[src/asc_pkg.sv]
package asc_pkg;
  // Notes on behaviour
  // - Three interrupts, error above completion above transmit.
  // - Error interrupt ORs errors, only while receiving.
  // - Errored frame still buffered; both interrupts together.
  // - One transmit interrupt per frame, any length.
  // - Transmit interrupt as the last bit starts.
  // - Frame is start, character, parity/expansion, stops.
  // - Transmitter and receiver run independently.
  // - Enabled write starts frame, start bit, LSB first.
  // - Writes ignored while transmit is disabled.
  // - Writes before transmit interrupt are discarded.
  // - Reset emptying the shifter raises no interrupt.
  // - No clear-to-send gating of the transmitter.
  // - Receive disabled holds receiver idle, buffer kept.
  // - Confirm start after 8 ticks, bits every 16.
  // - High at confirm rejects start, restarts timing.
  // - Completed frame goes to buffer with interrupt.
  // - Receive disable mid-frame aborts, nothing changes.
  // - Parity, framing and overrun flags per frame.
  // - Flags clear on buffer read or next frame.
  // - Length selects 7 or 8 bits, stop 1 or 2.
  // - Overrun overwrites the unread buffer.
  // - Buffer is 9 bits, unused upper bits zero.

  // Serial clock ticks per bit and to the start confirm
  localparam logic [3:0] BIT_TICK_LAST = 4'h000F;
  localparam logic [3:0] HALF_TICK_LAST = 4'h0007;
  // Parity mode codes
  localparam logic [1:0] PAR_NONE = 2'h0;
  localparam logic [1:0] PAR_ZERO = 2'h1;
  localparam logic [1:0] PAR_ODD = 2'h2;
  localparam logic [1:0] PAR_EVEN = 2'h3;
  // Highest pending interrupt code
  localparam logic [1:0] IRQ_NONE = 2'h0;
  localparam logic [1:0] IRQ_RX_ERR = 2'h1;
  localparam logic [1:0] IRQ_RX_DONE = 2'h2;
  localparam logic [1:0] IRQ_TX_DONE = 2'h3;
  // Widths and reset values
  localparam int unsigned CHAR_W = 9;
  localparam int unsigned FRAME_W = 12;
  localparam logic [8:0] RXB_RST = 9'h0000;
  localparam logic [11:0] FRAME_IDLE = 12'h0FFF;
  // Error status bit positions
  localparam int unsigned ERR_PE = 2;
  localparam int unsigned ERR_FE = 1;
  localparam int unsigned ERR_OVE = 0;

  // Number of character bits, 7 or 8
  function automatic logic [3:0] char_bits(input logic cl);
    return cl ? 4'h0008 : 4'h0007;
  endfunction

  // Parity bit for a character under the given mode
  function automatic logic par_calc(input logic [8:0] d,
                                    input logic cl,
                                    input logic [1:0] pm);
    logic x;
    x = ^(cl ? d[7:0] : {1'b0, d[6:0]});
    unique case (pm)
      PAR_ODD: return ~x;
      PAR_EVEN: return x;
      PAR_NONE, PAR_ZERO: return 1'b0;
    endcase
  endfunction
endpackage

[src/asc_core_if.sv]
`timescale 1ns/1ns
// Links the top with its transmitter and start-bit sampler
interface asc_core_if;
  logic tick; // Serial clock tick, 16 per bit
  logic tx_go; // Load a new frame
  logic [11:0] tx_frame; // Frame bits, bit 0 first
  logic [3:0] tx_len; // Frame length in bits
  logic tx_line; // Serial output level
  logic tx_last; // Last bit starts now
  logic tx_busy; // Frame accepted, last bit not started
  logic rx_line; // Receive pin level
  logic rx_hold; // Force the sampler idle
  logic rx_start; // Start bit confirmed
  logic rx_bit_stb; // Mid-bit sample point
  modport tx_mp(input tick, tx_go, tx_frame, tx_len,
                output tx_line, tx_last, tx_busy);
  modport tx_ctl(output tick, tx_go, tx_frame, tx_len,
                 input tx_line, tx_last, tx_busy);
  modport smp_mp(input tick, rx_line, rx_hold,
                 output rx_start, rx_bit_stb);
  modport smp_ctl(output rx_line, rx_hold,
                  input rx_start, rx_bit_stb);
endinterface

[src/asc_tx.sv]
`timescale 1ns/1ns
module asc_tx (
  input wire logic clock_in,
  input wire logic srst_in,
  asc_core_if.tx_mp cif
);
  import asc_pkg::*;

  typedef enum logic {T_IDLE, T_RUN} asc_tx_e;
  typedef struct packed {
    asc_tx_e st; // Shifter state
    logic [11:0] sh; // Remaining frame bits
    logic [3:0] left; // Bits still to start
    logic [3:0] cnt; // Tick count inside a bit
    logic last; // Last-bit pulse
    logic busy; // Writes refused while set
    logic pend; // Next frame waits for last bit end
    logic [11:0] nfr; // Waiting frame
    logic [3:0] nlen; // Waiting frame length
  } asc_tx_s;

  asc_tx_s q;
  asc_tx_s d;

  // Next state of the shifter
  always_comb begin
    d = q;
    d.last = 1'b0;
    // Go only arrives while not busy, so no frame is lost
    if (cif.tx_go) begin
      d.busy = 1'b1;
      if (q.st == T_IDLE) begin
        d.st = T_RUN;
        d.sh = cif.tx_frame;
        d.left = cif.tx_len - 4'h0001;
        d.cnt = 4'h0000;
      end else begin
        // Last bit still on the line; chain right after it
        d.pend = 1'b1;
        d.nfr = cif.tx_frame;
        d.nlen = cif.tx_len;
      end
    end
    if (q.st == T_RUN && cif.tick) begin
      d.cnt = q.cnt + 4'h0001;
      if (q.cnt == BIT_TICK_LAST) begin
        d.cnt = 4'h0000;
        if (q.left == 4'h0000) begin
          // Frame finished; a write taken in this very cycle chains too,
          // otherwise busy would stay set with nothing left to send
          d.st = d.pend ? T_RUN : T_IDLE;
          d.sh = d.pend ? d.nfr : FRAME_IDLE;
          d.left = d.nlen - 4'h0001;
          d.pend = 1'b0;
        end else begin
          d.sh = {1'b1, q.sh[11:1]};
          d.left = q.left - 4'h0001;
          if (q.left == 4'h0001) begin
            // Interrupt as the last bit begins, once per frame
            d.last = 1'b1;
            d.busy = 1'b0;
          end
        end
      end
    end
  end

  // Reset empties the shifter silently, no last pulse
  always_ff @(posedge clock_in) begin
    if (srst_in) begin
      q <= '{st: T_IDLE, sh: FRAME_IDLE, nfr: FRAME_IDLE,
             default: '0};
    end else begin
      q <= d;
    end
  end

  // Line is the low bit of the shifter, high when idle
  assign cif.tx_line = (q.st == T_IDLE) ? 1'b1 : q.sh[0];
  assign cif.tx_last = q.last;
  assign cif.tx_busy = q.busy;
endmodule

[src/asc_rx_smp.sv]
`timescale 1ns/1ns
module asc_rx_smp (
  input wire logic clock_in,
  input wire logic srst_in,
  asc_core_if.smp_mp cif
);
  import asc_pkg::*;

  typedef enum logic [1:0] {S_IDLE, S_CONF, S_RUN} asc_smp_e;
  typedef struct packed {
    asc_smp_e st; // Sample timing state
    logic [3:0] cnt; // Serial clock tick counter
    logic start; // Start confirmed pulse
    logic stb; // Bit sample pulse
  } asc_smp_s;

  asc_smp_s q;
  asc_smp_s d;

  // Start detection and sample timing
  always_comb begin
    d = q;
    d.start = 1'b0;
    d.stb = 1'b0;
    if (cif.rx_hold) begin
      d.st = S_IDLE;
      d.cnt = 4'h0000;
    end else if (cif.tick) begin
      unique case (q.st)
        S_IDLE: if (!cif.rx_line) begin
          d.st = S_CONF;
          d.cnt = 4'h0000;
        end
        S_CONF: if (q.cnt == HALF_TICK_LAST) begin
          d.cnt = 4'h0000;
          // Still low at the middle: a real start bit
          d.st = cif.rx_line ? S_IDLE : S_RUN;
          d.start = !cif.rx_line;
        end else begin
          d.cnt = q.cnt + 4'h0001;
        end
        S_RUN: if (q.cnt == BIT_TICK_LAST) begin
          d.cnt = 4'h0000;
          d.stb = 1'b1;
        end else begin
          d.cnt = q.cnt + 4'h0001;
        end
      endcase
    end
  end

  // State register
  always_ff @(posedge clock_in) begin
    if (srst_in) begin
      q <= '{st: S_IDLE, default: '0};
    end else begin
      q <= d;
    end
  end

  assign cif.rx_start = q.start;
  assign cif.rx_bit_stb = q.stb;
endmodule

[src/asc_top.sv]
`timescale 1ns/1ns
module asc_top (
  input wire logic clock_in,
  input wire logic srst_in,
  // Serial clock tick from the baud generator, 16 per bit
  input wire logic sample_tick_in,
  // Mode settings
  input wire logic tx_enable_bit_in,
  input wire logic rx_enable_bit_in,
  input wire logic char_length_sel_in,
  input wire logic stop_length_sel_in,
  input wire logic [1:0] parity_mode_in,
  input wire logic ext_bit_en_in,
  // Transmit shift register write
  input wire logic tx_write_in,
  input wire logic [asc_pkg::CHAR_W-1:0] tx_shift_reg_in,
  // Receive buffer read strobe
  input wire logic rx_read_in,
  // Line pins
  input wire logic rx_pin_in,
  output logic tx_pin_out,
  // Software-visible state
  output logic tx_busy_out,
  output logic [asc_pkg::CHAR_W-1:0] rx_buffer_out,
  output logic [2:0] async_error_status_out,
  // Interrupt requests and highest pending one
  output logic rx_error_irq_out,
  output logic rx_done_irq_out,
  output logic tx_done_irq_out,
  output logic [1:0] irq_top_out
);
  import asc_pkg::*;

  // Receive frame phases
  typedef enum logic [1:0] {R_IDLE, R_DATA, R_STOP} asc_rx_e;

  typedef struct packed {
    asc_rx_e st; // Receive phase
    logic [3:0] idx; // Index of the next payload bit
    logic [8:0] sh; // Receive shift register
    logic pe_pend; // Parity mismatch of this frame
    logic [8:0] rxb; // Receive buffer
    logic [2:0] err; // Error status flags
    logic unread; // Buffer holds unread data
    logic err_irq; // Reception error pulse
    logic done_irq; // Reception completion pulse
    logic fin; // Frame ended, resets the sampler
    logic [1:0] top; // Highest pending interrupt
  } asc_top_s;

  asc_top_s q;
  asc_top_s d;

  asc_core_if cif();

  // Mode-derived widths
  logic [3:0] nchar; // Character bits, 7 or 8
  logic xbit; // One parity or expansion bit follows
  logic [3:0] npay; // Character plus parity or expansion
  logic [8:0] tx_pay; // Character with parity or expansion bit placed
  logic [11:0] tx_frm; // Whole transmit frame
  logic rx_fin; // Completion in this cycle
  logic rx_perr; // Parity error of the completing frame
  logic rx_ferr; // Framing error of the completing frame
  logic rx_ovr; // Overrun of the completing frame

  // Character layout from the mode settings
  always_comb begin
    nchar = char_bits(char_length_sel_in);
    xbit = (parity_mode_in != PAR_NONE) || ext_bit_en_in;
    npay = nchar + {3'h0, xbit};
  end

  // Frame assembly: start, character LSB first, extra, stops
  always_comb begin
    tx_pay = char_length_sel_in ? tx_shift_reg_in
                                : {2'h0, tx_shift_reg_in[6:0]};
    if (parity_mode_in != PAR_NONE) begin
      // Parity takes the slot after the character
      tx_pay[nchar] = par_calc(tx_shift_reg_in,
                               char_length_sel_in,
                               parity_mode_in);
    end else if (ext_bit_en_in) begin
      // Expansion bit is the written ninth bit
      tx_pay[nchar] = tx_shift_reg_in[8];
    end
    // Ones fill every slot above the payload as stop bits
    tx_frm = FRAME_IDLE;
    for (int i = 0; i < 9; i++) begin
      if (4'(i) < npay) begin
        tx_frm[i + 1] = tx_pay[i];
      end
    end
    tx_frm[0] = 1'b0;
  end

  // Transmit side: no flow-control input exists at all
  assign cif.tick = sample_tick_in;
  assign cif.tx_go = tx_write_in && tx_enable_bit_in &&
                     !cif.tx_busy;
  assign cif.tx_frame = tx_frm;
  // Start, payload, one or two stop bits
  assign cif.tx_len = npay + (stop_length_sel_in ? 4'h0003
                                                 : 4'h0002);

  // Transmitter runs on its own state, apart from the receiver
  asc_tx u_tx (
    .clock_in(clock_in),
    .srst_in(srst_in),
    .cif(cif)
  );

  // Sampler is held idle while receive is off or a frame ends
  assign cif.rx_line = rx_pin_in;
  assign cif.rx_hold = !rx_enable_bit_in || q.fin;

  asc_rx_smp u_smp (
    .clock_in(clock_in),
    .srst_in(srst_in),
    .cif(cif)
  );

  // Errors judged at the first stop bit sample
  always_comb begin
    rx_fin = rx_enable_bit_in && q.st == R_STOP &&
             cif.rx_bit_stb;
    rx_ferr = !rx_pin_in;
    rx_perr = q.pe_pend;
    // A read in the same cycle empties the old data in time
    rx_ovr = q.unread && !rx_read_in;
  end

  // Receiver, buffer, flags and interrupts
  always_comb begin
    d = q;
    d.err_irq = 1'b0;
    d.done_irq = 1'b0;
    d.fin = 1'b0;
    // Reading the buffer clears status; completion below wins
    if (rx_read_in) begin
      d.err = 3'h0;
      d.unread = 1'b0;
    end
    if (!rx_enable_bit_in) begin
      // Abort at once; buffer and flags stay as they are
      d.st = R_IDLE;
      d.idx = 4'h0000;
    end else begin
      unique case (q.st)
        R_IDLE: if (cif.rx_start) begin
          d.st = R_DATA;
          d.idx = 4'h0000;
          d.sh = RXB_RST;
          d.pe_pend = 1'b0;
        end
        R_DATA: if (cif.rx_bit_stb) begin
          if (q.idx == nchar &&
              (parity_mode_in == PAR_ODD ||
               parity_mode_in == PAR_EVEN)) begin
            // Parity slot is checked, not stored
            d.pe_pend = rx_pin_in != par_calc(q.sh,
                                              char_length_sel_in,
                                              parity_mode_in);
          end else if (q.idx != nchar ||
                       parity_mode_in == PAR_NONE) begin
            // LSB first into the shift register
            d.sh[q.idx[3:0]] = rx_pin_in;
          end
          d.idx = q.idx + 4'h0001;
          if (q.idx == npay - 4'h0001) begin
            d.st = R_STOP;
          end
        end
        R_STOP: if (cif.rx_bit_stb) begin
          d.st = R_IDLE;
          d.fin = 1'b1;
        end
        default: d.st = R_IDLE;
      endcase
    end
    // Completion: errored frames are still delivered
    if (rx_fin) begin
      d.rxb = q.sh;
      d.unread = 1'b1;
      d.err[ERR_PE] = rx_perr;
      d.err[ERR_FE] = rx_ferr;
      d.err[ERR_OVE] = rx_ovr;
      d.done_irq = 1'b1;
      d.err_irq = rx_perr || rx_ferr || rx_ovr;
    end
    // Code registered with the pulses; transmit joins at the output
    d.top = irq_pick(d.err_irq, d.done_irq, 1'b0);
  end

  // Highest pending request among this cycle's pulses
  function automatic logic [1:0] irq_pick(input logic e,
                                          input logic r,
                                          input logic t);
    if (e) begin
      return IRQ_RX_ERR;
    end else if (r) begin
      return IRQ_RX_DONE;
    end else if (t) begin
      return IRQ_TX_DONE;
    end
    return IRQ_NONE;
  endfunction

  // State register; the code follows the pulses it names
  always_ff @(posedge clock_in) begin
    if (srst_in) begin
      q <= '{st: R_IDLE, sh: RXB_RST, rxb: RXB_RST,
             top: IRQ_NONE, default: '0};
    end else begin
      q <= d;
    end
  end

  // Outputs, all from flip-flops except the pin and top-code muxes
  assign tx_pin_out = cif.tx_line;
  assign tx_busy_out = cif.tx_busy;
  assign rx_buffer_out = q.rxb;
  assign async_error_status_out = q.err;
  assign rx_error_irq_out = q.err_irq;
  assign rx_done_irq_out = q.done_irq;
  assign tx_done_irq_out = cif.tx_last;
  assign irq_top_out = (q.top != IRQ_NONE) ? q.top :
                       (cif.tx_last ? IRQ_TX_DONE : IRQ_NONE);
endmodule

[config.mk]
export PLATFORM = sky130hd
export DESIGN_NAME = asc_top
export DESIGN_NICKNAME = d
export VERILOG_FILES = /design/src/asc_pkg.sv /design/src/asc_core_if.sv /design/src/asc_tx.sv /design/src/asc_rx_smp.sv /design/src/asc_top.sv
export SDC_FILE = /design/constraint.sdc
export NUM_CORES = 1
export LEC_CHECK = 0
export BUFFER_PORTS_ARGS = -buffer_cell sky130_fd_sc_hd__buf_2
export CAP_MARGIN = 0
export CORE_ASPECT_RATIO = 0.75
export CORE_UTILIZATION = 64
export CTS_CLUSTER_DIAMETER = 150
export DETAILED_ROUTE_END_ITERATION = 8
export PLACE_DENSITY = 0.86
export SKIP_LAST_GASP = 1
export SLEW_MARGIN = 10
export SYNTH_ARGS = -nofsm -noshare
export SYNTH_HDL_FRONTEND = slang
export SYNTH_SLANG_ARGS = --single-unit
export TNS_END_PERCENT = 30
[constraint.sdc]
create_clock -name clock_in -period 4.75 [get_ports clock_in]
set_input_delay 1.425 -clock clock_in [delete_from_list [all_inputs] [get_ports clock_in]]
set_output_delay 1.425 -clock clock_in [all_outputs]
set_load 0.005 [all_outputs]
== Word level (Yosys, flattened, before mapping) ==
Cells that the tools add are included.
Widths: inputs -> output; s select.

* $add $sub $neg: 9
* $lt $le $gt $ge: 13
* Eq/ne operators: 25
* Muxes and demuxes: 70
* Bitwise gates (word level): 11
* Reductions and logical operators: 47

{| class="wikitable"
|+ Operators by type and width
! operator !! number
|-
| $mux 16 || 3
|-
| $mux 24 || 2
|-
| $mux 9 || 5
|-
| $pmux 14 s2 || 1
|-
| $bwmux 9 || 3
|-
| $mux 1 || 27
|-
| $mux 21 || 1
|-
| $mux 20 || 1
|-
| $mux 18 || 1
|-
| $mux 2 || 9
|-
| $mux 17 || 1
|-
| $lt 3x4->1 const A || 4
|-
| $mux 4 || 4
|-
| $mux 8 || 2
|-
| $reduce_xor 8->1 || 2
|-
| $sub 4x1->4 const B || 4
|-
| $add 4x1->4 const B || 3
|-
| $mux 12 || 1
|-
| $mux 6 || 2
|-
| $ne 2x2->1 const B || 6
|-
| $pmux 4 s3 || 1
|-
| $reduce_bool 2->1 || 6
|-
| $not 1->1 || 11
|-
| $lt 4x5->1 const B || 2
|-
| 33 further kinds || 73
|}

* Flip-flop bits (word level): 82
* Input bits: 22
* Output and inout bits: 19

== Depth between registers and ports, before layout ==
Gate-level depths: netlist of the first run.

* Depth in word-level cells: 15
* Gate-level depth with buffers: 13
* Mapped depth without buffers: 12

== Cells and area by module ==
Synthesis of the first run repeated with hierarchy kept, for this count alone.

* Cell total of the unflattened synthesis: 554
* Area total of the unflattened synthesis: 4635.7 um^2

{| class="wikitable"
|+ Modules (own cells, without submodules)
! module !! instances !! cells each !! area an instance (um^2) !! seq. area each (um^2)
|-
| asc_top || 1 || 253 || 2109.5 || 680.7
|-
| asc_tx || 1 || 251 || 2105.8 || 800.8
|-
| asc_rx_smp || 1 || 50 || 420.4 || 160.2
|}

== Worst setup path before layout of the first run ==
Ideal clock, no wire load.

* Path type: input port to flip-flop
* Start point: input port parity_mode_in[1]
* End point: register u_tx.q[24] in the netlist's numbering
* Library setup time: 78 ps
* Arrival time: 3513 ps
* Required time: 4672 ps
* Path slack: 1160 ps
* Cell stages on the path: 13
* Buffers on the path: 1
* Cell sequence: buf_2 > or3_1 > ha_1 > inv_1 > ha_1 > inv_1 > ha_1 > nor2_1 > a21oi_1 > ha_1 > mux2i_1 > nor2_1 > nor3_1

* Cells in the longest elaborated chain, start to end: 10

{| class="wikitable"
|+ RTL lines
! what !! RTL line !! text
|-
| from (decl) || asc_top.sv:12 || <nowiki>input wire logic [1:0] parity_mode_in,</nowiki>
|-
| $reduce_bool 2->1 (*) || asc_top.sv:70 || <nowiki>xbit = (parity_mode_in != PAR_NONE) || ext_bit_en_in;</nowiki>
|-
| $logic_or 1x1->1 (*) || asc_top.sv:70 ||
|-
| $add 4x1->4 (*) || asc_top.sv:71 || <nowiki>npay = nchar + {3'h0, xbit};</nowiki>
|-
| $add 4x2->4 (*) || asc_top.sv:103 || <nowiki>assign cif.tx_len = npay + (stop_length_sel_in ? 4'h0003</nowiki>
|-
| $mux 17 || asc_tx.sv:32 || <nowiki>if (q.st == T_IDLE) begin</nowiki>
|-
| $mux 18 || asc_tx.sv:30 || <nowiki>if (cif.tx_go) begin</nowiki>
|-
| $sub 4x1->4 || asc_tx.sv:53 || <nowiki>d.left = d.nlen - 4'h0001;</nowiki>
|-
| $mux 16 || asc_tx.sv:48 || <nowiki>if (q.left == 4'h0000) begin</nowiki>
|-
| $mux 24 || asc_tx.sv:46 || <nowiki>if (q.cnt == BIT_TICK_LAST) begin</nowiki>
|-
| $mux 24 (*) || asc_tx.sv:44 || <nowiki>if (q.st == T_RUN && cif.tick) begin</nowiki>
|-
| to (signal assigned) || asc_tx.sv:71 || <nowiki>q <= '{st: T_IDLE, sh: FRAME_IDLE, nfr: FRAME_IDLE,</nowiki>
|-
| to (decl) || asc_tx.sv:22 || <nowiki>asc_tx_s q;</nowiki>
|}

Mark *: on every way between the ends. The rest lies on a longest branch, timed or not. The select of a mux whose other input is x is not followed.
A chain may end at the register's enable or synchronous reset.

== Worst setup path after layout of the first run ==
Same ends and word-level chain as after synthesis.

==> results.yml, run 1 <==
cells_and_area:
  seqCellArea_mm2: 0.001642
  fillCellCount: 504
  multi_input_area_mm2: 0.002399
  antenna_cells: 0
  drive_above_1_share: 0.1169
  num-nets-final: 592
  area_delta_synth_final_pct: 8.715
timing:
  rsz0062_at_grt: "no"
  hold_viol: 0
  finalMaxSlewViolations: 0
  fmax_mhz: 291.4
  holdWs_ns: 0.4528
  relSlewSlack: 0.3493
  tns_ns: 0
  fin_worst_skew_ns: 0.01128
  worst_pin_slew_ns: 0.9738
  min_period_ns: 3.431
  fin_crit_sh: 0.7224
  setup_viol_count_final: 0
min_path:
  hp-class: "reg -> reg"
die:
  die_w_um: 96.89
  core_area_mm2: 0.006412
  die_y_um: 73.17
  initial_core_util: 0.6740
  fp.dieArea_mm2: 0.007089
  io-pin-count: 41
  core.rowCount: 25
logic_synthesis:
  synth_nets: 577
  yosys.area.top_type_share: 0.3798
  synth.distinct_cells: 53
  synthCells: 537
  ys_seq_area_frac: 0.3798
  synth_async_sr_flop_share: 0
  synth_edf_count: 0
  ys.flop_type: "dfxtp_1"
  ys_ff_latch: 82
  netlist_area_mm2: 0.004322
  synthTopCellsByCount: "82 x dfxtp_1, 70 x nand2_1, 56 x nor2_1, 52 x a21oi_1, 25 x o21ai_0"
  syn_area_per_cell_um2: 8.048
  synth_area_leaders: "dfxtp_1 38%, nand2_1 6.1%, a21oi_1 6.0%"
  synth_most_common_cell: "dfxtp_1"
  synth_largest_area_cell: "dfxtp_1"
  ys_warn_count: 0
grt:
  first_global_vias: 3671
  grt_usage: 0.2957
  grt_first_pass_wirelength_um: 16740
  grt_overflow_total: 0
  grt_antenna_before_repair: 0
  grt_max_degree: 55
drt:
  drcViolationCount: 0
  antenna_left: 0
  drtIter0Drc: 411
  routedWlPerCell_um: 15.71
  vias: 3867
  wl_um: 10010
  detail_route.vias_per_cell: 6.071
  dr.pass1.iters: 5
pwr:
  clkPwrFrac: 0.414
  combPwrFrac: 0.105
  p_leak_nw: 1.894
  p_sw_frac: 0.2388
  net-switching-power_mw: 0.3535
  intPower_mw: 1.127
  seqPwrFrac: 0.481
  ir_drop_v: 0.0001860
  finalPower_mw: 1.481
  p_per_area_mw_per_mm2: 315.1
clock_tree:
  htreeDepth: 3
  clock-root-buffer: "clkbuf_8"
  postCtsSetupBuffers: 0
  ctsResizeCount: 0
  cts_tree: "yes"
  path_clk_slew_ns: 0.08
  cts.sinks: 82
  cts_inserted_buffers: 9
  clock_path_buffers: 2
  cts-hold-fix-buffers: 0
  clock_latency_ns: 0.36
setup_path:
  regToRegSetupSlack_ns: 2.47
  cp_slowest_stage_delay_ns: 0.38
  worst_path_max_delay_cell: "or3_1"
  crit_required_ns: 5.03
  critical-path-top-delay-family: "adder cells"
  path_buf_inv: 3
  path_max_fanout: 9
  path_class: "in -> reg"
  worst_setup_path_end_kind: "register"
  arrival_ns: 3.71
  crit_path_start_kind: "input pin"
  worstPathCellList: "buf_2, or3_1, ha_1, inv_1, ha_1, inv_1, ha_1, nor2_1, a21oi_1, ha_1, mux2i_1, nor2_1, nor3_1"
  crit_path_frequent_cell: "ha_1"
job:
  drv_cap: 0
placed_design:
  io_buffers: 40
  place.gp.congestion: 0.8907
  dp_hpwl_um: 6845
status:
  status: "completed"
[metrics by stage]
| step | worst slack (ns) | instances | utilization | instance area (um2) |
|---|---|---|---|---|
| 5_1_grt | 1.203 | 637 | 0.7327 | 4698 |
| 3_5_place_dp | 0.9674 | 622 | 0.6952 | 4458 |
| 3_3_place_gp | 1.040 | 622 | 0.6952 | 4458 |
| 6_report | 1.319 | 637 | 0.7327 | 4698 |
| 4_1_cts | 1.327 | 637 | 0.7327 | 4698 |
| 2_1_floorplan | 1.160 | 537 | - | 4322 |
[path summary, 6_finish.rpt]
path,startpoint,to,depth (start not counted)
worst max-delay path,parity_mode_in[1],u_tx.q[24],13
worst min-delay path,rx_buffer_out[4],rx_buffer_out[4],2
worst max register to register,u_tx.q[19],u_tx.q[36],7
worst min register to register,rx_buffer_out[4],rx_buffer_out[4],2
[kinds of logic after synthesis]
kind of cell / count (synthesis) / share of synthesized area
and+or+nand+nor: 216 / 0.2423
AOI/OAI and AO/OA: 130 / 0.1888
DFF: 82 / 0.3798
buffers and inverters: 63 / 0.06630
xor gates and xnor gates: 20 / 0.05009
adders and majority gates: 18 / 0.05385
muxes: 8 / 0.01882
[state kept, by name, indices dropped and copies added, names as in the netlist, 3 cells and up]
register and flops:
async_error_status_out 3, q 19, rx_buffer_out 9, u_smp.q 6, u_tx.q 38
[worst reg2reg max path, stage by stage, from the launching register on]
cell	delay [ns]
dfxtp_1	0.41
ha_1	0.23
and3_1	0.20
and3_1	0.67
nor2_1	0.21
a21oi_1	0.23
nand3_1	0.09
a2bb2oi_1	0.14
[layer usage]
layer | wire length [um] | up-vias | part of all wire | GRT usage
li1 | - | 1890 | - | -
met1 | 4288 | 1788 | 0.43 | 0.3794
met2 | 4735 | 172 | 0.47 | 0.5000
met3 | 857 | 17 | 0.086 | 0.05747
met4 | 128 | 0 | 0.013 | 0.1144
met5 | 0 | - | 0 | 0
[layout make-up]
cell class                      count  share of cell area
Clock buffer                       11             0.03009
Timing Repair Buffer               44             0.04900
Sequential cell                    82              0.3494
Inverter                           23             0.01838
Clock inverter                      4             0.02104
Tap cell                           81             0.02157
Multi-Input combinational cell    392              0.5105
[cells in the final DEF (no fill, tap or decap), types with 7 or more instances in the layout]
master and count:
nor2_1 56, a21oi_1 52, ha_1 17, o21bai_1 9
nand2_1 70, o21ai_0 25, nand2b_1 7, a21o_1 9
nor3b_1 7, inv_1 23, dfxtp_1 82, buf_2 40
nand3_1 17, nor3_1 18, clkbuf_8 10, mux2i_1 7
xnor2_1 14
[power groups by stage]
stage	Clock (mW)	Sequential [mW]	Combinational, mW
floorplan	0	0.723	0.116
global placement	0	0.726	0.147
detailed placement	0	0.727	0.152
CTS	0.615	0.711	0.154
global route	0.648	0.713	0.170
finish	0.613	0.712	0.156
Power figures use the tool's default switching activity.
==> run 2: changes to the inputs <==
--- a/config.mk
+++ b/config.mk
@@ -8,10 +8,10 @@
 export BUFFER_PORTS_ARGS = -buffer_cell sky130_fd_sc_hd__buf_2
 export CAP_MARGIN = 0
 export CORE_ASPECT_RATIO = 0.75
-export CORE_UTILIZATION = 64
+export CORE_UTILIZATION = 59
 export CTS_CLUSTER_DIAMETER = 150
 export DETAILED_ROUTE_END_ITERATION = 8
-export PLACE_DENSITY = 0.86
+export PLACE_DENSITY = 0.8
 export SKIP_LAST_GASP = 1
 export SLEW_MARGIN = 10
 export SYNTH_ARGS = -nofsm -noshare
==> constraint.sdc (replaced) <==
create_clock -name clock_in -period 3.2 [get_ports clock_in]
set_input_delay 0.96 -clock clock_in [delete_from_list [all_inputs] [get_ports clock_in]]
set_output_delay 0.96 -clock clock_in [all_outputs]
set_load 0.005 [all_outputs]
==> run 2 against run 1 <==
Compared with the run above:
- sequential power is 49% higher
- design area is 0.85% higher
- critical endpoint unchanged
- core utilization is 5.2 points lower
- register-to-register slack worse by 1.4 ns
- first-iteration DRC count is 36% lower
- total power is 37% higher
- sequential cell count stayed put
==> results.yml, run 2 (same netlist as run 1, synthesis figures left out) <==
status:
  status: "completed"
cells_and_area:
  area_delta_synth_final_pct: 9.641
  postLayoutCoreUtil: 0.6806
  num-nets-final: 601
  final_common_cell: "dfxtp_1"
  final_cell_mix: "82 x dfxtp_1, 70 x nand2_1, 56 x nor2_1"
  fillCellCount: 588
  drive_above_1_share: 0.1343
  largest_register_ffs: 38
  antenna_cells: 0
  largest_register: "u_tx.q"
die:
  initial_core_util: 0.6208
  core_area_mm2: 0.006962
  die_w_um: 100.8
  die_y_um: 76.12
  core.rowCount: 26
  fp.dieArea_mm2: 0.007675
  io-pin-count: 41
setup_path:
  crit_required_ns: 3.49
  reg2reg_depth: 6
  path_max_fanout: 2
  crit_path_start_kind: "input pin"
  arrival_ns: 3.15
  critPathLaunch: "ext_bit_en_in"
  r2r-start: "q[31]"
  r2r-end: "rx_perr"
  regToRegSetupSlack_ns: 1.10
  worstSetupEndpoint: "u_tx.q[24]"
  worst_setup_path_end_kind: "register"
  path_class: "in -> reg"
placed_design:
  io_buffers: 40
  place.gp.congestion: 0.8654
  dp_hpwl_um: 6849
  pre_cts_ws_ns: -0.03575
grt:
  grt_antenna_before_repair: 0
  grt_overflow_total: 0
  gr-usage-met1: 0.3812
  grt_usage: 0.2664
  grt_max_degree: 31
  met2_usage: 0.3993
  grt_first_pass_wirelength_um: 16490
  met3_usage: 0.07064
  first_global_vias: 3548
  busiest_layer: "met2"
drt:
  detail_route.vias_per_cell: 5.863
  dr.pass1.iters: 5
  drcViolationCount: 0
  antenna_left: 0
  wl_um: 9718
  routedWlPerCell_um: 14.64
  drtIter0Drc: 262
  vias: 3893
pwr:
  combPwrFrac: 0.117
  seqPwrFrac: 0.519
  p_leak_nw: 1.920
  p_per_area_mw_per_mm2: 429.2
  net-switching-power_mw: 0.5340
  clkPwrFrac: 0.364
  ir_drop_v: 0.0002691
  finalPower_mw: 2.034
  p_sw_frac: 0.2626
  intPower_mw: 1.500
clock_tree:
  postCtsSetupBuffers: 0
  cts-hold-fix-buffers: 0
  cts.sinks: 82
  clock-root-buffer: "clkbuf_8"
  path_clk_slew_ns: 0.08
  htreeDepth: 3
  cts_inserted_buffers: 9
  ctsResizeCount: 0
  clock_path_buffers: 2
  cts_tree: "yes"
  clock_latency_ns: 0.36
timing:
  rsz0062_at_grt: "no"
  fin_worst_skew_ns: 0.01455
  setup_viol_count_final: 0
  hold_viol: 0
  relSlewSlack: 0.5402
  finalMaxSlewViolations: 0
  min_period_ns: 2.863
  worst_slack_ns: 0.3371
  fin_crit_sh: 0.8946
  worst_pin_slew_ns: 0.6877
  fmax_mhz: 349.3
job:
  drv_cap: 0
min_path:
  hp-class: "reg -> reg"
==> run 2: changes by cell type in the layout (fill, tap and decap cells not counted) <==
cell,before,now
buf_4,4,13
bufinv_16,3,1
clkbuf_1,1,0
clkbuf_8,10,9
clkinv_2,0,4
clkinv_4,0,1
==> run 2: worst max-delay path, stage by stage <==
cell and delay [ns]:
buf_2 0.11, or3_1 0.39, ha_1 0.32, inv_1 0.06, ha_1 0.14, inv_1 0.05, ha_1 0.28, nor2_1 0.05
a21oi_1 0.20, ha_1 0.26, mux2i_1 0.12, nor2_1 0.05, nor3_1 0.15
==> run 2: through the flow <==
step	TNS, ns	hold WS (ns)	instances	area (um2)
3_3_place_gp	0	0.4294	648	4547
3_5_place_dp	-0.03575	0.4347	648	4547
4_1_cts	0	0.4569	664	4738
2_1_floorplan	0	0.4159	537	4322
6_report	0	0.4519	664	4738
5_1_grt	0	0.4834	664	4738
==> run 2: how the worst min path moves through the flow <==
stage / start / endpoint / slack, ns / depth (start not counted)
global placement: u_tx.q[15] / u_tx.q[15] / 0.43 / 1
finish: rx_buffer_out[3] / rx_buffer_out[3] / 0.45 / 2
global route: rx_buffer_out[6] / rx_buffer_out[6] / 0.48 / 2
detailed placement: u_tx.q[14] / u_tx.q[14] / 0.43 / 1
floorplan: u_tx.q[15] / u_tx.q[15] / 0.42 / 1
CTS: rx_buffer_out[5] / rx_buffer_out[5] / 0.46 / 2
==> run 2: final cells by class <==
class                           count  area (um2)  share of cell area
Inverter                           23       86.33             0.01822
Clock buffer                        9       123.9             0.02614
Tap cell                           98       122.6             0.02588
Multi-Input combinational cell    392        2399              0.5062
Clock inverter                      7       67.56             0.01426
Timing Repair Buffer               53       297.8             0.06285
Sequential cell                    82        1642              0.3464
==> run 2: power by group through the flow <==
stage               logic, mW  registers, mW  clock network [mW]
floorplan               0.172           1.07                   0
global placement        0.228           1.08                   0
detailed placement      0.233           1.08                   0
CTS                     0.236           1.06               0.754
global route            0.263           1.06               0.796
finish                  0.238           1.06               0.740
==> run 2: routing by layer <==
metal	vias up	part of all wire
li1	1898	-
met1	1835	0.47
met2	152	0.44
met3	8	0.081
met4	0	0.0080
met5	-	0
==> run 3: changes to the inputs <==
--- a/config.mk
+++ b/config.mk
@@ -5,13 +5,14 @@
 export SDC_FILE = /design/constraint.sdc
 export NUM_CORES = 1
 export LEC_CHECK = 0
+export ABC_CLOCK_PERIOD_IN_PS = 3200
 export BUFFER_PORTS_ARGS = -buffer_cell sky130_fd_sc_hd__buf_2
 export CAP_MARGIN = 0
 export CORE_ASPECT_RATIO = 0.75
-export CORE_UTILIZATION = 59
+export CORE_UTILIZATION = 45
 export CTS_CLUSTER_DIAMETER = 150
 export DETAILED_ROUTE_END_ITERATION = 8
-export PLACE_DENSITY = 0.8
+export PLACE_DENSITY = 0.64
 export SKIP_LAST_GASP = 1
 export SLEW_MARGIN = 10
 export SYNTH_ARGS = -nofsm -noshare
==> run 3 against run 2 <==
Compared with the run above:
- critical path depth unchanged
- sequential share of layout area decreased by 0.79 points
- fmax decreased by 1.9%
- cell count increased by 4.2%
- highest routed layer unchanged
- register-to-register slack got worse by 0.02 ns
- die area increased by 30%
- largest power group unchanged
- hold slack got worse by 0.0080 ns
==> results.yml, run 3 (same netlist as run 1, synthesis figures left out) <==
grt:
  grt_overflow_total: 0
  grt_first_pass_wirelength_um: 16680
  first_global_vias: 3479
  grt_usage: 0.2150
  grt_max_degree: 57
  grt_antenna_before_repair: 0
cells_and_area:
  final_cell_mix: "82 x dfxtp_1, 70 x nand2_1, 56 x nor2_1"
  antenna_cells: 0
  final_common_cell: "dfxtp_1"
  num-nets-final: 600
  drive_above_1_share: 0.1294
  multi_input_area_mm2: 0.002399
  area_delta_synth_final_pct: 12.19
  largest_register: "u_tx.q"
  seqCellArea_mm2: 0.001642
  fillCellCount: 866
  largest_register_ffs: 38
clock_tree:
  path_clk_slew_ns: 0.06
  clock_path_buffers: 2
  cts.sinks: 82
  clock_latency_ns: 0.34
  cts-hold-fix-buffers: 0
  htreeDepth: 3
  clock-root-buffer: "clkbuf_16"
  cts_tree: "yes"
  cts_inserted_buffers: 9
  ctsResizeCount: 0
  postCtsSetupBuffers: 0
setup_path:
  worstPathCellList: "buf_2, or3_1, ha_1, inv_1, ha_1, inv_1, ha_1, nor2_1, a21oi_1, ha_1, mux2i_1, nor2_1, nor3_1"
  path_max_fanout: 2
  worst_setup_path_end_kind: "register"
  path_class: "in -> reg"
  r2r-start: "q[31]"
  arrival_ns: 3.18
  crit_required_ns: 3.46
  cp_slowest_stage_delay_ns: 0.41
  reg2reg_depth: 6
  path_buf_inv: 3
  critical-path-top-delay-family: "adder cells"
  crit_path_start_kind: "input pin"
  worst_path_max_delay_cell: "or3_1"
  crit_path_frequent_cell: "ha_1"
  regToRegSetupSlack_ns: 1.08
  r2r-end: "rx_perr"
min_path:
  hp-class: "reg -> reg"
  min_to: "u_tx.q[15]"
  worstHoldPathCells: 1
  min_from: "u_tx.q[15]"
pwr:
  ir_drop_v: 0.0002959
  finalPower_mw: 2.243
  p_leak_nw: 1.941
  p_per_area_mw_per_mm2: 462.6
drt:
  antenna_left: 0
  vias: 3766
  dr.pass1.iters: 6
  wl_um: 9884
  detail_route.vias_per_cell: 5.442
  routedWlPerCell_um: 14.28
  drcViolationCount: 0
  drtIter0Drc: 308
status:
  status: "completed"
die:
  die_w_um: 115.2
  die_y_um: 86.87
  core_area_mm2: 0.009196
  io-pin-count: 41
  initial_core_util: 0.4699
  core.rowCount: 30
  fp.dieArea_mm2: 0.01000
placed_design:
  place.gp.congestion: 0.8912
  io_buffers: 40
  dp_hpwl_um: 7058
timing:
  hold_viol: 0
  finalMaxSlewViolations: 0
  rsz0062_at_grt: "no"
  relSlewSlack: 0.5252
  fin_worst_skew_ns: 0.009118
  fmax_mhz: 342.7
  setup_viol_count_final: 0
  tns_ns: 0
  worst_pin_slew_ns: 0.7104
  fin_crit_sh: 0.9118
  min_period_ns: 2.918
job:
  drv_cap: 0
==> run 3: cell types whose count changed in the layout (fill, tap and decap cells not counted), sizes merged <==
| cell | change |
|---|---|
| clkinv | -3 |
| clkbuf | +2 |
| clkinvlp | +2 |
| buf | -1 |
| bufinv | -1 |
| inv | -1 |
==> run 3: metal layers <==
metal | part of all wire | wire length, um | vias up | track usage
li1 | - | - | 1909 | -
met3 | 0.060 | 593 | 15 | 0.06541
met5 | 0 | 0 | - | 0
met2 | 0.42 | 4155 | 106 | 0.3231
met4 | 0.012 | 123 | 0 | 0.05667
met1 | 0.51 | 5011 | 1736 | 0.2986
==> run 3: worst max path at each step <==
stage	start	end	slack, ns	depth (start not counted)
after floorplan	parity_mode_in[1]	u_tx.q[24]	0.07	13
after global placement	ext_bit_en_in	u_tx.q[24]	-0.006	13
after global routing	ext_bit_en_in	u_tx.q[24]	0.14	13
final	ext_bit_en_in	u_tx.q[24]	0.28	13
after CTS	ext_bit_en_in	u_tx.q[24]	0.28	13
after detailed placement	ext_bit_en_in	u_tx.q[24]	-0.07	13
==> run 3: layout make-up <==
type,count,area share
clock buffers,11,0.05006
inverters,23,0.01781
multi-input cells,392,0.4947
clock inverters,4,0.005935
repair buffers,52,0.05987
flip-flops and latches,82,0.3386
well taps,128,0.03303
==> run 3: stage by stage <==
stage / worst slack (ns) / util / instance area (um2) / hold WS, ns / cells
floorplan: 0.07457 / - / 4322 / 0.4159 / 537
global placement: -0.006295 / 0.4977 / 4577 / 0.4358 / 677
detailed placement: -0.07334 / 0.4977 / 4577 / 0.4373 / 677
CTS: 0.2785 / 0.5272 / 4848 / 0.4521 / 692
global route: 0.1444 / 0.5272 / 4848 / 0.4696 / 692
finish: 0.2822 / 0.5272 / 4848 / 0.4438 / 692
==> run 3: where the power goes <==
group          leakage, nW  internal (mW)  total (mW)  switching, mW
Clock                0.128          0.542       0.948          0.406
Sequential           0.664           1.04        1.06         0.0170
Combinational         1.15          0.101       0.238          0.137
Total                 1.94           1.68        2.24          0.559
